$ cat config.mk
export PLATFORM = sky130hd
export DESIGN_NAME = irq_ctrl
export DESIGN_NICKNAME = d
export VERILOG_FILES = /design/src/verilog/irq_ctrl_pkg.sv /design/src/verilog/irq_sync.sv /design/src/verilog/irq_arbiter.sv /design/src/verilog/irq_ctrl.sv
export VERILOG_INCLUDE_DIRS = /design/src /design/src/verilog
export SDC_FILE = /design/constraint.sdc
export NUM_CORES = 1
export LEC_CHECK = 0
export BUFFER_PORTS_ARGS = -buffer_cell sky130_fd_sc_hd__buf_4
export CORE_MARGIN = 1
export CORE_UTILIZATION = 40
export CTS_BUF_LIST = sky130_fd_sc_hd__clkbuf_4
export CTS_CLUSTER_DIAMETER = 120
export CTS_CLUSTER_SIZE = 14
export DETAILED_ROUTE_END_ITERATION = 8
export SLEW_MARGIN = 20
export SYNTH_ARGS = -nofsm -noshare
export SYNTH_HDL_FRONTEND = slang
export SYNTH_SLANG_ARGS = --single-unit
$ cat constraint.sdc
create_clock -name clock_i -period 2.2 [get_ports clock_i]
set_input_delay 0.44 -clock clock_i [delete_from_list [all_inputs] [get_ports clock_i]]
set_output_delay 0.44 -clock clock_i [all_outputs]
set_load 0.03 [all_outputs]
$ cat src/verilog/irq_ctrl_defines.svh
// constants of the two-level vectored interrupt controller
`ifndef IRQ_CTRL_DEFINES_SVH
`define IRQ_CTRL_DEFINES_SVH

`define IRQ_NUM_SRC       15
`define IRQ_SRC_W         4
// register byte addresses on the avalon bus
`define IRQ_ADDR_GEN_EN   8'h00
`define IRQ_ADDR_T2_EN    8'he8
`define IRQ_ADDR_PRIO_LO  8'h04
`define IRQ_ADDR_PRIO_HI  8'h08
`define IRQ_ADDR_FLAGS    8'h0c
`define IRQ_ADDR_FLAG_SET 8'h10
`define IRQ_ADDR_FLAG_CLR 8'h14
`define IRQ_ADDR_STATUS   8'h18
`define IRQ_ADDR_EXT_MODE 8'h1c
`define IRQ_RESET_BYTE    8'h00
`define IRQ_GLOBAL_BIT    7
// machine cycle phase at which request flags are sampled (s5p2)
`define IRQ_PHASE_CNT     4'd12
`define IRQ_SAMPLE_PHASE  4'd9
// vector base and spacing
`define IRQ_VEC_BASE      16'h0003
`define IRQ_VEC_STEP_SH   3
// source indices, vector order
`define SRC_EXT0  4'd0
`define SRC_TMR0  4'd1
`define SRC_EXT1  4'd2
`define SRC_TMR1  4'd3
`define SRC_UART  4'd4
`define SRC_TWI   4'd5
`define SRC_CAP0  4'd6
`define SRC_CAP1  4'd7
`define SRC_CAP2  4'd8
`define SRC_CAP3  4'd9
`define SRC_ADC   4'd10
`define SRC_CMP0  4'd11
`define SRC_CMP1  4'd12
`define SRC_CMP2  4'd13
`define SRC_T2_WORD_OVERFLOW_FLAG  4'd14

`endif

$ cat src/verilog/irq_ctrl_pkg.sv
// types of the two-level vectored interrupt controller
package irq_ctrl_pkg;

    typedef struct packed {
        logic [7:0]  address;
        logic        read;
        logic        write;
        logic [31:0] writedata;
    } avl_req_type;

    typedef struct packed {
        logic [31:0] readdata;
        logic        waitrequest;
    } avl_rsp_type;

    typedef struct packed {
        logic        last_cycle;
        logic        reti_exec;
        logic        irq_reg_access;
    } core_status_type;

    typedef struct packed {
        logic        call;
        logic [15:0] vector;
        logic [3:0]  source;
    } core_call_type;

endpackage

$ cat src/verilog/irq_sync.sv
// two-stage synchroniser for asynchronous request inputs
`timescale 1ns/1ps
`default_nettype none

module irq_sync #(
    parameter int WIDTH = 15
) (
    input  wire logic             clock_i,
    input  wire logic             nrst_i,
    input  wire logic             enable_i,
    input  wire logic [WIDTH-1:0] async_i,
    output logic      [WIDTH-1:0] sync_o
);
    typedef struct packed {
        logic [WIDTH-1:0] stage1;
        logic [WIDTH-1:0] stage2;
    } sync_state_type;

    sync_state_type state_reg;
    sync_state_type state_next;

    always_comb begin
        state_next = state_reg;
        if (enable_i) begin
            state_next.stage1 = async_i;
            state_next.stage2 = state_reg.stage1;
        end
    end

    always_ff @(posedge clock_i) begin
        if (!nrst_i) begin
            state_reg <= '0;
        end else begin
            state_reg <= state_next;
        end
    end

    assign sync_o = state_reg.stage2;
endmodule

`default_nettype wire

$ cat src/verilog/irq_arbiter.sv
// two-level priority arbiter with fixed polling order
`timescale 1ns/1ps
`default_nettype none
`include "irq_ctrl_defines.svh"

module irq_arbiter #(
    parameter int NSRC = 15
) (
    input  wire logic [NSRC-1:0] pending_i,
    input  wire logic [NSRC-1:0] prio_i,
    input  wire logic            active_lo_i,
    input  wire logic            active_hi_i,
    output logic                 valid_o,
    output logic                 level_o,
    output logic [3:0]           source_o
);
    // polling order, highest first, given as vector-order indices
    localparam logic [3:0] POLL [0:14] = '{
        `SRC_EXT0, `SRC_TWI, `SRC_ADC, `SRC_TMR0, `SRC_CAP0, `SRC_CMP0,
        `SRC_EXT1, `SRC_CAP1, `SRC_CMP1, `SRC_TMR1, `SRC_CAP2, `SRC_CMP2,
        `SRC_UART, `SRC_CAP3, `SRC_T2_WORD_OVERFLOW_FLAG};

    logic [NSRC-1:0] hi_req;
    logic [NSRC-1:0] lo_req;
    logic            hi_ok;
    logic            lo_ok;

    assign hi_req = pending_i & prio_i;
    assign lo_req = pending_i & ~prio_i;
    assign hi_ok  = !active_hi_i;
    assign lo_ok  = !active_hi_i && !active_lo_i;

    always_comb begin
        valid_o  = 1'b0;
        level_o  = 1'b0;
        source_o = 4'h0;
        // walk from lowest to highest so the earliest poll entry wins
        for (int i = NSRC - 1; i >= 0; i--) begin
            if (lo_ok && lo_req[POLL[i]]) begin
                valid_o  = 1'b1;
                level_o  = 1'b0;
                source_o = POLL[i];
            end
        end
        for (int i = NSRC - 1; i >= 0; i--) begin
            if (hi_ok && hi_req[POLL[i]]) begin
                valid_o  = 1'b1;
                level_o  = 1'b1;
                source_o = POLL[i];
            end
        end
    end
endmodule

`default_nettype wire

$ cat src/verilog/irq_ctrl.sv
// two-level vectored interrupt controller with avalon register port
`timescale 1ns/1ps
`default_nettype none
`include "irq_ctrl_defines.svh"

module irq_ctrl
    import irq_ctrl_pkg::*;
#(
    parameter int NSRC = `IRQ_NUM_SRC
) (
    input  wire logic                           clock_i,
    input  wire logic                           nrst_i,
    input  wire logic                           clk_en_i,
    input  wire irq_ctrl_pkg::avl_req_type      avl_i,
    output      irq_ctrl_pkg::avl_rsp_type      avl_o,
    input  wire irq_ctrl_pkg::core_status_type  core_i,
    input  wire logic                           call_ack_i,
    output      irq_ctrl_pkg::core_call_type    call_o,
    input  wire logic [NSRC-1:0]                hw_set_i,
    input  wire logic                           t2_byte_overflow_flag_i,
    input  wire logic                           t2_word_overflow_flag_i,
    input  wire logic [1:0]                     ext_level_n_i,
    output logic [NSRC-1:0]                     flags_o
);
    import irq_ctrl_pkg::*;

    typedef enum {
        st_idle,
        st_call,
        st_holdoff
    } call_state_type;

    typedef struct packed {
        call_state_type    state;
        logic [3:0]        phase;
        logic [7:0]        general_irq_enable_reg;
        logic [7:0]        timer2_event_irq_enable_reg;
        logic [7:0]        priority_select_low_reg;
        logic [7:0]        priority_select_high_reg;
        logic [1:0]        ext_edge_mode;
        logic [NSRC-1:0]   flags;
        logic [NSRC-1:0]   sampled;
        logic              sample_valid;
        logic              active_lo;
        logic              active_hi;
        logic              holdoff_pend;
        logic              last_d;
        avl_rsp_type       rsp;
        core_call_type     call;
    } ctrl_state_type;

    ctrl_state_type   s_reg;
    ctrl_state_type   s_next;
    logic [NSRC-1:0]  hw_sync;
    logic [1:0]       ext_sync;
    logic [NSRC-1:0]  enables;
    logic [NSRC-1:0]  prio;
    logic [NSRC-1:0]  pending;
    logic             arb_valid;
    logic             arb_level;
    logic [3:0]       arb_src;
    logic             bus_wr;
    logic             bus_rd;

    // ********************************************************
    // input synchronisers
    // ********************************************************
    irq_sync #(
        .WIDTH (NSRC + 2)
    ) u_sync (
        .clock_i  (clock_i),
        .nrst_i   (nrst_i),
        .enable_i (clk_en_i),
        // pins inverted ahead of the sync so its reset value is the idle level
        .async_i  ({~ext_level_n_i, hw_set_i}),
        .sync_o   ({ext_sync, hw_sync})
    );

    // ********************************************************
    // register layout helpers
    // ********************************************************
    // map an 8-bit pair of registers onto vector-order source bits
    function automatic logic [NSRC-1:0] map_bits(input logic [7:0] gen,
                                                 input logic [7:0] t2);
        logic [NSRC-1:0] m;
        m = '0;
        m[`SRC_EXT0] = gen[0];
        m[`SRC_TMR0] = gen[1];
        m[`SRC_EXT1] = gen[2];
        m[`SRC_TMR1] = gen[3];
        m[`SRC_UART] = gen[4];
        m[`SRC_TWI]  = gen[5];
        m[`SRC_ADC]  = gen[6];
        m[`SRC_CAP0] = t2[0];
        m[`SRC_CAP1] = t2[1];
        m[`SRC_CAP2] = t2[2];
        m[`SRC_CAP3] = t2[3];
        m[`SRC_CMP0] = t2[4];
        m[`SRC_CMP1] = t2[5];
        m[`SRC_CMP2] = t2[6];
        m[`SRC_T2_WORD_OVERFLOW_FLAG] = t2[7];
        return m;
    endfunction

    function automatic logic is_reg_addr(input logic [7:0] a);
        return (a == `IRQ_ADDR_GEN_EN) || (a == `IRQ_ADDR_T2_EN) ||
               (a == `IRQ_ADDR_PRIO_LO) || (a == `IRQ_ADDR_PRIO_HI);
    endfunction

    assign enables = map_bits(s_reg.general_irq_enable_reg,
                              s_reg.timer2_event_irq_enable_reg)
                     & {NSRC{s_reg.general_irq_enable_reg[`IRQ_GLOBAL_BIT]}};
    // priority: low register holds legacy sources, high register timer2 group
    assign prio    = map_bits(s_reg.priority_select_low_reg, s_reg.priority_select_high_reg);
    // only the latest sample is polled, nothing older
    assign pending = s_reg.sample_valid ? (s_reg.sampled & enables) : '0;

    irq_arbiter #(
        .NSRC (NSRC)
    ) u_arb (
        .pending_i   (pending),
        .prio_i      (prio),
        .active_lo_i (s_reg.active_lo),
        .active_hi_i (s_reg.active_hi),
        .valid_o     (arb_valid),
        .level_o     (arb_level),
        .source_o    (arb_src)
    );

    assign bus_wr = avl_i.write && s_reg.rsp.waitrequest;
    assign bus_rd = avl_i.read && s_reg.rsp.waitrequest;

    // ********************************************************
    // next state
    // ********************************************************
    always_comb begin
        logic [NSRC-1:0] set_v;
        logic [NSRC-1:0] clr_v;
        logic [NSRC-1:0] ack_clr;
        logic [31:0]     rd;
        logic            acc;
        set_v   = '0;
        clr_v   = '0;
        ack_clr = '0;
        rd      = '0;
        acc     = 1'b0;
        s_next  = s_reg;
        if (clk_en_i) begin
            // every access takes one wait cycle, then completes
            s_next.rsp.waitrequest = 1'b1;
            if (bus_wr || bus_rd) begin
                s_next.rsp.waitrequest = 1'b0;
                acc = is_reg_addr(avl_i.address);
            end
            // a write lands at the edge where the master sees waitrequest low
            if (avl_i.write && !s_reg.rsp.waitrequest) begin
                if (avl_i.address == `IRQ_ADDR_GEN_EN) begin
                    s_next.general_irq_enable_reg = avl_i.writedata[7:0];
                end else if (avl_i.address == `IRQ_ADDR_T2_EN) begin
                    s_next.timer2_event_irq_enable_reg = avl_i.writedata[7:0];
                end else if (avl_i.address == `IRQ_ADDR_PRIO_LO) begin
                    s_next.priority_select_low_reg = avl_i.writedata[7:0];
                end else if (avl_i.address == `IRQ_ADDR_PRIO_HI) begin
                    s_next.priority_select_high_reg = avl_i.writedata[7:0];
                end else if (avl_i.address == `IRQ_ADDR_EXT_MODE) begin
                    s_next.ext_edge_mode = avl_i.writedata[1:0];
                end else if (avl_i.address == `IRQ_ADDR_FLAG_SET) begin
                    set_v = avl_i.writedata[NSRC-1:0];
                    set_v[`SRC_ADC] = 1'b0;
                end else if (avl_i.address == `IRQ_ADDR_FLAG_CLR) begin
                    clr_v = avl_i.writedata[NSRC-1:0];
                end
            end
            if (bus_rd) begin
                if (avl_i.address == `IRQ_ADDR_GEN_EN) begin
                    rd[7:0] = s_reg.general_irq_enable_reg;
                end else if (avl_i.address == `IRQ_ADDR_T2_EN) begin
                    rd[7:0] = s_reg.timer2_event_irq_enable_reg;
                end else if (avl_i.address == `IRQ_ADDR_PRIO_LO) begin
                    rd[7:0] = s_reg.priority_select_low_reg;
                end else if (avl_i.address == `IRQ_ADDR_PRIO_HI) begin
                    rd[7:0] = s_reg.priority_select_high_reg;
                end else if (avl_i.address == `IRQ_ADDR_EXT_MODE) begin
                    rd[1:0] = s_reg.ext_edge_mode;
                end else if (avl_i.address == `IRQ_ADDR_FLAGS) begin
                    rd[NSRC-1:0] = s_reg.flags;
                end else if (avl_i.address == `IRQ_ADDR_STATUS) begin
                    rd[2:0] = {s_reg.state != st_idle, s_reg.active_hi, s_reg.active_lo};
                end
            end
            s_next.rsp.readdata = rd;

            // machine cycle timing, sample at s5p2
            s_next.phase = (s_reg.phase == `IRQ_PHASE_CNT - 4'd1) ? 4'h0 : s_reg.phase + 4'd1;
            if (s_reg.phase == `IRQ_SAMPLE_PHASE) begin
                s_next.sampled      = s_reg.flags;
                s_next.sample_valid = 1'b1;
            end

            // register access or reti holds off until another instruction ends
            if (acc || core_i.irq_reg_access || core_i.reti_exec) begin
                s_next.holdoff_pend = 1'b1;
            end
            s_next.last_d = core_i.last_cycle;

            case (s_reg.state)
                st_idle: begin
                    if (s_reg.holdoff_pend || acc || core_i.irq_reg_access || core_i.reti_exec) begin
                        s_next.state = st_holdoff;
                    end else if (arb_valid && core_i.last_cycle) begin
                        s_next.call.call   = 1'b1;
                        s_next.call.source = arb_src;
                        s_next.call.vector = `IRQ_VEC_BASE
                            + (16'(arb_src) << `IRQ_VEC_STEP_SH);
                        s_next.sample_valid = 1'b0;
                        if (arb_level) begin
                            s_next.active_hi = 1'b1;
                        end else begin
                            s_next.active_lo = 1'b1;
                        end
                        if (arb_src == `SRC_TMR0 || arb_src == `SRC_TMR1) begin
                            ack_clr[arb_src] = 1'b1;
                        end
                        if (arb_src == `SRC_EXT0 && s_reg.ext_edge_mode[0]) begin
                            ack_clr[arb_src] = 1'b1;
                        end
                        if (arb_src == `SRC_EXT1 && s_reg.ext_edge_mode[1]) begin
                            ack_clr[arb_src] = 1'b1;
                        end
                        s_next.state = st_call;
                    end
                end
                st_call: begin
                    // the core performs the push of pc and jump
                    if (call_ack_i) begin
                        s_next.call.call = 1'b0;
                        s_next.state     = st_idle;
                    end
                end
                st_holdoff: begin
                    // release once last_d shows the core was in an instruction's last cycle on the previous clock
                    s_next.holdoff_pend = 1'b0;
                    if (s_reg.last_d && !core_i.reti_exec && !core_i.irq_reg_access && !acc) begin
                        s_next.state = st_idle;
                    end else begin
                        s_next.holdoff_pend = 1'b0;
                    end
                end
                default: begin
                    s_next.state = st_idle;
                end
            endcase

            // reti clears the highest active level
            if (core_i.reti_exec) begin
                if (s_reg.active_hi) begin
                    s_next.active_hi = 1'b0;
                end else begin
                    s_next.active_lo = 1'b0;
                end
            end

            // level triggered external inputs set their flag while the pin is low
            set_v[`SRC_EXT0] = set_v[`SRC_EXT0] | (!s_reg.ext_edge_mode[0] & ext_sync[0]);
            set_v[`SRC_EXT1] = set_v[`SRC_EXT1] | (!s_reg.ext_edge_mode[1] & ext_sync[1]);
            set_v[`SRC_T2_WORD_OVERFLOW_FLAG] = set_v[`SRC_T2_WORD_OVERFLOW_FLAG] | t2_byte_overflow_flag_i
                               | t2_word_overflow_flag_i;
            // hardware set wins over any clear in the same cycle
            s_next.flags = (s_reg.flags & ~(clr_v | ack_clr)) | set_v | hw_sync;
        end
    end

    // ********************************************************
    // state register
    // ********************************************************
    always_ff @(posedge clock_i) begin
        if (!nrst_i) begin
            s_reg       <= '0;
            s_reg.state <= st_idle;
            s_reg.rsp   <= '{readdata: 32'h0000_0000, waitrequest: 1'b1};
        end else begin
            s_reg <= s_next;
        end
    end

    assign avl_o   = s_reg.rsp;
    assign call_o  = s_reg.call;
    assign flags_o = s_reg.flags;

    // ********************************************************
    // checks
    // ********************************************************
    property p_vec_spacing;
        @(posedge clock_i) disable iff (!nrst_i)
        $rose(call_o.call) |-> call_o.vector == (16'h0003 + {call_o.source, 3'b000});
    endproperty
    a_vec_spacing: assert property (p_vec_spacing) else $error("bad vector");

    property p_call_last;
        @(posedge clock_i) disable iff (!nrst_i)
        $rose(call_o.call) |-> $past(core_i.last_cycle);
    endproperty
    a_call_last: assert property (p_call_last) else $error("call not at last cycle");

    property p_hi_no_preempt;
        @(posedge clock_i) disable iff (!nrst_i)
        s_reg.active_hi && !core_i.reti_exec |=> !$rose(call_o.call);
    endproperty
    a_hi_no_preempt: assert property (p_hi_no_preempt) else $error("high preempted");

    property p_reti_holdoff;
        @(posedge clock_i) disable iff (!nrst_i)
        core_i.reti_exec && clk_en_i |=> !$rose(call_o.call);
    endproperty
    a_reti_holdoff: assert property (p_reti_holdoff) else $error("call after reti");

    property p_global;
        @(posedge clock_i) disable iff (!nrst_i)
        !s_reg.general_irq_enable_reg[7] && s_reg.state == st_idle |=> !$rose(call_o.call);
    endproperty
    a_global: assert property (p_global) else $error("call while disabled");

    property p_reset_zero;
        @(posedge clock_i)
        !nrst_i |=> s_reg.general_irq_enable_reg == 8'h00 && s_reg.priority_select_low_reg == 8'h00;
    endproperty
    a_reset_zero: assert property (p_reset_zero) else $error("reset not zero");

    property p_t2_word_overflow_flag;
        @(posedge clock_i) disable iff (!nrst_i)
        clk_en_i && t2_byte_overflow_flag_i |=> flags_o[14];
    endproperty
    a_t2_word_overflow_flag: assert property (p_t2_word_overflow_flag) else $error("t2 overflow flag lost");

    property p_adc_no_sw_set;
        @(posedge clock_i) disable iff (!nrst_i)
        clk_en_i && !s_reg.flags[10] && !hw_sync[10] |=> !flags_o[10];
    endproperty
    a_adc_no_sw_set: assert property (p_adc_no_sw_set) else $error("adc set by sw");
endmodule

`default_nettype wire

==> results of run 1 <==
## worst paths after layout
check	start	endpoint	slack, ns	cells past startpoint
max	s_reg[56]	flags_o[2]	-0.04	9
min	ext_level_n_i[1]	u_sync.state_reg[33]	0.12	3
max reg2reg	s_reg[56]	flags_o[2]	-0.04	9
min reg2reg	call_o[1]	call_o[1]	0.48	2
## per-stage QoR
stage | hold WS, ns | setup slack, ns | TNS, ns | area (um^2)
final | 0.120 | -0.0360 | -0.160 | 9280
after global routing | 0.102 | -0.122 | -0.647 | 9280
after CTS | 0.0899 | -0.0907 | -0.317 | 8990
after detailed placement | 0.470 | -0.146 | -3.51 | 8640
after global placement | 0.462 | -0.167 | -2.95 | 8640
after floorplan | 0.442 | 0.0602 | 0 | 7260
## power breakdown
| group | switching (W) | total (W) | leakage, nW | internal, W |
|---|---|---|---|---|
| clock | 0.000923 | 0.00172 | 0.157 | 0.000793 |
| sequential | 0.0000418 | 0.00246 | 1.07 | 0.00242 |
| combinational | 0.000276 | 0.000482 | 2.62 | 0.000206 |
| total | 0.00124 | 0.00466 | 3.84 | 0.00342 |
## critical path: cells and delay by family (launching register included)
kind,cells,cell delay (ns)
DFF,1,0.34
AOI/OAI and AO/OA,4,0.74
and+or+nand+nor,3,0.66
buffers and inverters,2,0.34
## cells in the final DEF (no fill, tap or decap), types with 18 or more instances in the layout
| cell type | synthesis | final |
|---|---|---|
| a21boi_0 | 24 | 23 |
| a21oi_1 | 46 | 41 |
| buf_4 | 69 | 224 |
| clkbuf_4 | 0 | 18 |
| conb_1 | 1 | 27 |
| dfxtp_1 | 131 | 124 |
| inv_1 | 18 | 18 |
| mux2i_1 | 66 | 66 |
| nand2_1 | 70 | 70 |
| nand3_1 | 23 | 21 |
| nor2_1 | 27 | 26 |
| nor2b_1 | 89 | 88 |
## routing by layer
layer  track usage  up-vias
met5             0        -
met4        0.0899        0
met3        0.0380       36
met2         0.358      191
met1         0.312     3022
li1              -     3186
## timing repair
item,4_1_cts,5_1_grt
resized for setup,10,41
endpoints found under the setup margin,11,12
gates cloned,0,2
buffers inserted,1,12
pin swaps,6,23
## final cells by class
type	instances	area, um^2
clock inverter	14	163
inverter	19	71.3
timing repair buffer	240	1930
sequential	131	2630
tap	225	282
clock buffer	18	135
fill	1674	8140
antenna	1	2.50
multi-input combinational	582	4070
## cell families (layout without fill, tap and decap cells)
group | after synthesis | after routing | share of synthesized area
flip-flops | 131 | 131 | 0.366
other | 1 | 28 | 0.000523
buffers and inverters | 128 | 291 | 0.106
AO/OA/AOI/OAI | 184 | 184 | 0.181
AND/OR/NAND/NOR | 302 | 303 | 0.251
multiplexers | 66 | 66 | 0.0922
adder cells (fa/ha/maj) | 2 | 2 | 0.00349
==> flow_summary.toml, run 1 <==
[clock_tree]
cts_tree = "done"
clock_latency_ns = 0.56
root_buffer = "clkbuf_4"
cts-buffers-inserted = 17
clk_pin_slew_ns = 0.11
clock_path_buffers = 2
hold_buffers = 0
htree_levels = 4
cts.sinks = 131

[outcome]
violations = "negative setup slack"
status = "finished with violations"

[detailed_routing]
vias = 6435
ant_nets = 0
first_iter_violations = 446
top_layer_used = "met4"
wl_per_cell_um = 17.0
wl_um = 21000
wl_met3_um = 1010
dr.pass1.iters = 5
drc = 0
wl_met1_um = 9860
wl_met2_um = 9570
via_per_inst = 5.23

[sta]
tightest_slew_ns = 0.632
hold_violations = 0
post-route-period-util = 1.02
final-setup-viol-count = 6
maxSlewHeadroom = 0.577
worst_slack_ns = -0.0360
maxSlewViolCount = 0
finalCriticalPeriod_ns = 2.24
rsz0062_at_grt = "yes"
max_freq_mhz = 447
skew_ns = 0.0169

[logic_synthesis]
syn-cell-area_um2 = 7160
synthCells = 814
synth_warnings = 0
yosys-top-cells-area = "dfxtp_1, mux2i_1, nor2b_1, buf_4, nand2_1"
ys_seq_elements = 131
synth.most_common_cell = "dfxtp_1"
yosys.area.top_type = "dfxtp_1"
synth_edf_count = 0
synth_ff_type = "dfxtp_1"
synth-seq-area-share = 0.366
synth_common_cells = "dfxtp_1, nor2b_1, nand2_1"
async_flop_share = 0
yosysTopAreaCellShare = 0.366
synth.distinct_cells = 72
avgSynthCellArea_um2 = 8.80

[power]
power_w = 0.00466
p_leak_nw = 3.84
p_per_area_nw_per_um2 = 502
vdd_drop_max_v = 0.000472

[floorplanning]
start_util = 0.411
fp.coreArea_um2 = 17400
fp.dieArea_um2 = 18400
dieHeight_um = 136
ios = 137
row_count = 48
dieWidth_um = 136

[critical_path]
start_kind = "flip-flop"
arrival_ns = 2.66
worst_ep_required_time_ns = 2.62
cpMaxStageDelayCell = "dfxtp_2"
cp_cell_sequence = "nand3b_4 > clkbuf_16 > or2_2 > a21boi_2 > o211ai_1 > o21ai_4 > buf_6 > nor2b_2 > a41oi_1"
criticalPathCategory = "flip-flop to flip-flop"
cp-end-kind = "flip-flop"
cpPeakStageDelay_ns = 0.34
crit_fanout = 6

[cells_and_area]
area_delta_synth_final_pct = 29.5
drive_gt1_frac = 0.328
fin_nets = 1061
finalNonFillerCells = 1230
utilization = 0.533
largest_reg_flops = 45

[placed_design]
placed_cells = 1183
gp_congestion = 0.884
port_buffers = 92
dp_hpwl_um = 15500

[grt]
antenna_found_initial = 1
gr-total-overflow = 0
grt_pass1_vias = 5977
grt_use_total = 0.229
grt_max_degree = 85
grt_pass1_wl_um = 31900

[worst_hold_path]
hp-class = "primary input to flip-flop"

[run]
cap_violations = 0
Note: power is estimated with default switching activity, not from simulation.
==> run 2: changes to the inputs <==
==> constraint.sdc (replaced) <==
create_clock -name clock_i -period 2.64 [get_ports clock_i]
set_input_delay 0.528 -clock clock_i [delete_from_list [all_inputs] [get_ports clock_i]]
set_output_delay 0.528 -clock clock_i [all_outputs]
set_load 0.03 [all_outputs]
==> run 2 against run 1 <==
Against the previous run: the flow now finishes without violations; cell count shrank 9.4%; hold slack improved by 0.097 ns; flip-flop and latch count stayed put; clock skew grew 0.0013 ns; maximum frequency is 9.0% lower; clock power is 34% lower; power down 24%; design area shrank 13%; sequential power down 17%; utilization shrank 7.0 points; wire length is 7.6% lower; die area unchanged; critical path type unchanged; critical endpoint unchanged.
==> flow_summary.toml, run 2 (synthesis results as in run 1) <==
[cells_and_area]
fin_nets = 947
finalNonFillerCells = 1114
final_cell_mix = "dfxtp_1, buf_4, nor2b_1"
area_delta_synth_final_pct = 12.5
layout_commonest_cell = "dfxtp_1"
final_area_um2 = 8060
utilization = 0.463
drive_gt1_frac = 0.208
largest_reg_flops = 45

[placed_design]
gp_congestion = 0.899
placed_cells = 1083
dp_hpwl_um = 14500
place_area_um2 = 7840
port_buffers = 92

[critical_path]
start_kind = "flip-flop"
crit_fanout = 27
arrival_ns = 2.86
worst_ep_required_time_ns = 3.04
cp-end-kind = "flip-flop"
criticalPathCategory = "flip-flop to flip-flop"

[floorplanning]
dieHeight_um = 136
dieWidth_um = 136
fp.coreArea_um2 = 17400
ios = 137
row_count = 48
fp.dieArea_um2 = 18400
start_util = 0.411

[clock_tree]
cts_tree = "done"
cts-buffers-inserted = 17
clock_latency_ns = 0.55
root_buffer = "clkbuf_4"
hold_buffers = 0
htree_levels = 4
clock_path_buffers = 2
cts.sinks = 131
clk_pin_slew_ns = 0.12
cts_resized = 0
cts_setup_buffers = 0

[sta]
finalCriticalPeriod_ns = 2.46
max_freq_mhz = 407
setup_tns_ns = 0
maxSlewHeadroom = 0.393
final-setup-viol-count = 0
hold_violations = 0
rsz0062_at_grt = "no"
skew_ns = 0.0181
tightest_slew_ns = 0.908
maxSlewViolCount = 0
post-route-period-util = 0.931
whs_ns = 0.218

[detailed_routing]
first_iter_violations = 449
wl_met1_um = 9430
vias = 5870
dr.pass1.iters = 5
wl_per_cell_um = 17.4
via_per_inst = 5.27
drc = 0
wl_met3_um = 820
ant_nets = 0
wl_met2_um = 8870
top_layer_used = "met4"
wl_um = 19400

[worst_hold_path]
hp-class = "primary input to flip-flop"

[grt]
gr-total-overflow = 0
grt_max_degree = 66
grt_pass1_vias = 5431
grt_use_total = 0.219
antenna_found_initial = 1
grt_pass1_wl_um = 30500

[power]
p_per_area_nw_per_um2 = 442
vdd_drop_max_v = 0.000225
p_leak_nw = 3.14

[run]
cap_violations = 0

[outcome]
status = "complete, no violations"
==> run 2: cell count changes in the layout (fill, tap and decap cells not counted), sizes merged <==
| cell | change |
|---|---|
| clkbuf | -2 |
| buf | -112 |
| bufinv | -3 |
| nand4 | -1 |
| clkinvlp | +2 |
==> run 2: path summary, 6_finish.rpt <==
check | startpoint | to | slack [ns] | cells past startpoint
max | s_reg[56] | flags_o[2] | 0.18 | 8
min reg2reg | call_o[1] | call_o[1] | 0.47 | 2
min | ext_level_n_i[0] | u_sync.state_reg[32] | 0.22 | 3
max reg2reg | s_reg[56] | flags_o[2] | 0.18 | 8
==> run 2: per-layer routing <==
layer,up-vias,GRT usage
li1,2930,-
met4,0,0.0674
met1,2759,0.305
met3,17,0.0380
met5,-,0
met2,164,0.344
==> run 2: critical path, cell delays in order, from the launching register on <==
cell and delay [ns]:
dfxtp_1 0.38, nand3b_4 0.34, a21oi_1 0.45, nor3_1 0.13, a211oi_1 0.25, a311oi_1 0.14
buf_4 0.18, nor3_1 0.27, a41oi_1 0.17
==> run 2: final cells by class <==
type                    instances  area, um^2
diodes                          1        2.50
clock buffers                  17         128
clock inverters                13        91.3
fillers                      1764        9360
inverters                      19        71.3
multi-input cells             581        3880
flip-flops and latches        131        2620
well taps                     225         282
repair buffers                127         978
==> run 2: report_power, final <==
| part | switching [W] | total, W | internal [W] |
|---|---|---|---|
| clock | 0.000772 | 0.00113 | 0.000358 |
| combinational | 0.000221 | 0.000377 | 0.000156 |
| sequential | 0.0000354 | 0.00205 | 0.00202 |
| total | 0.00103 | 0.00356 | 0.00253 |
==> run 2: stage by stage <==
step,setup WS (ns),total power [W]
final,0.183,0.00356
after global placement,0.0622,0.00247
after CTS,0.222,0.00360
after detailed placement,0.0578,0.00247
after floorplan,0.412,0.00237
after global routing,0.0254,0.00373
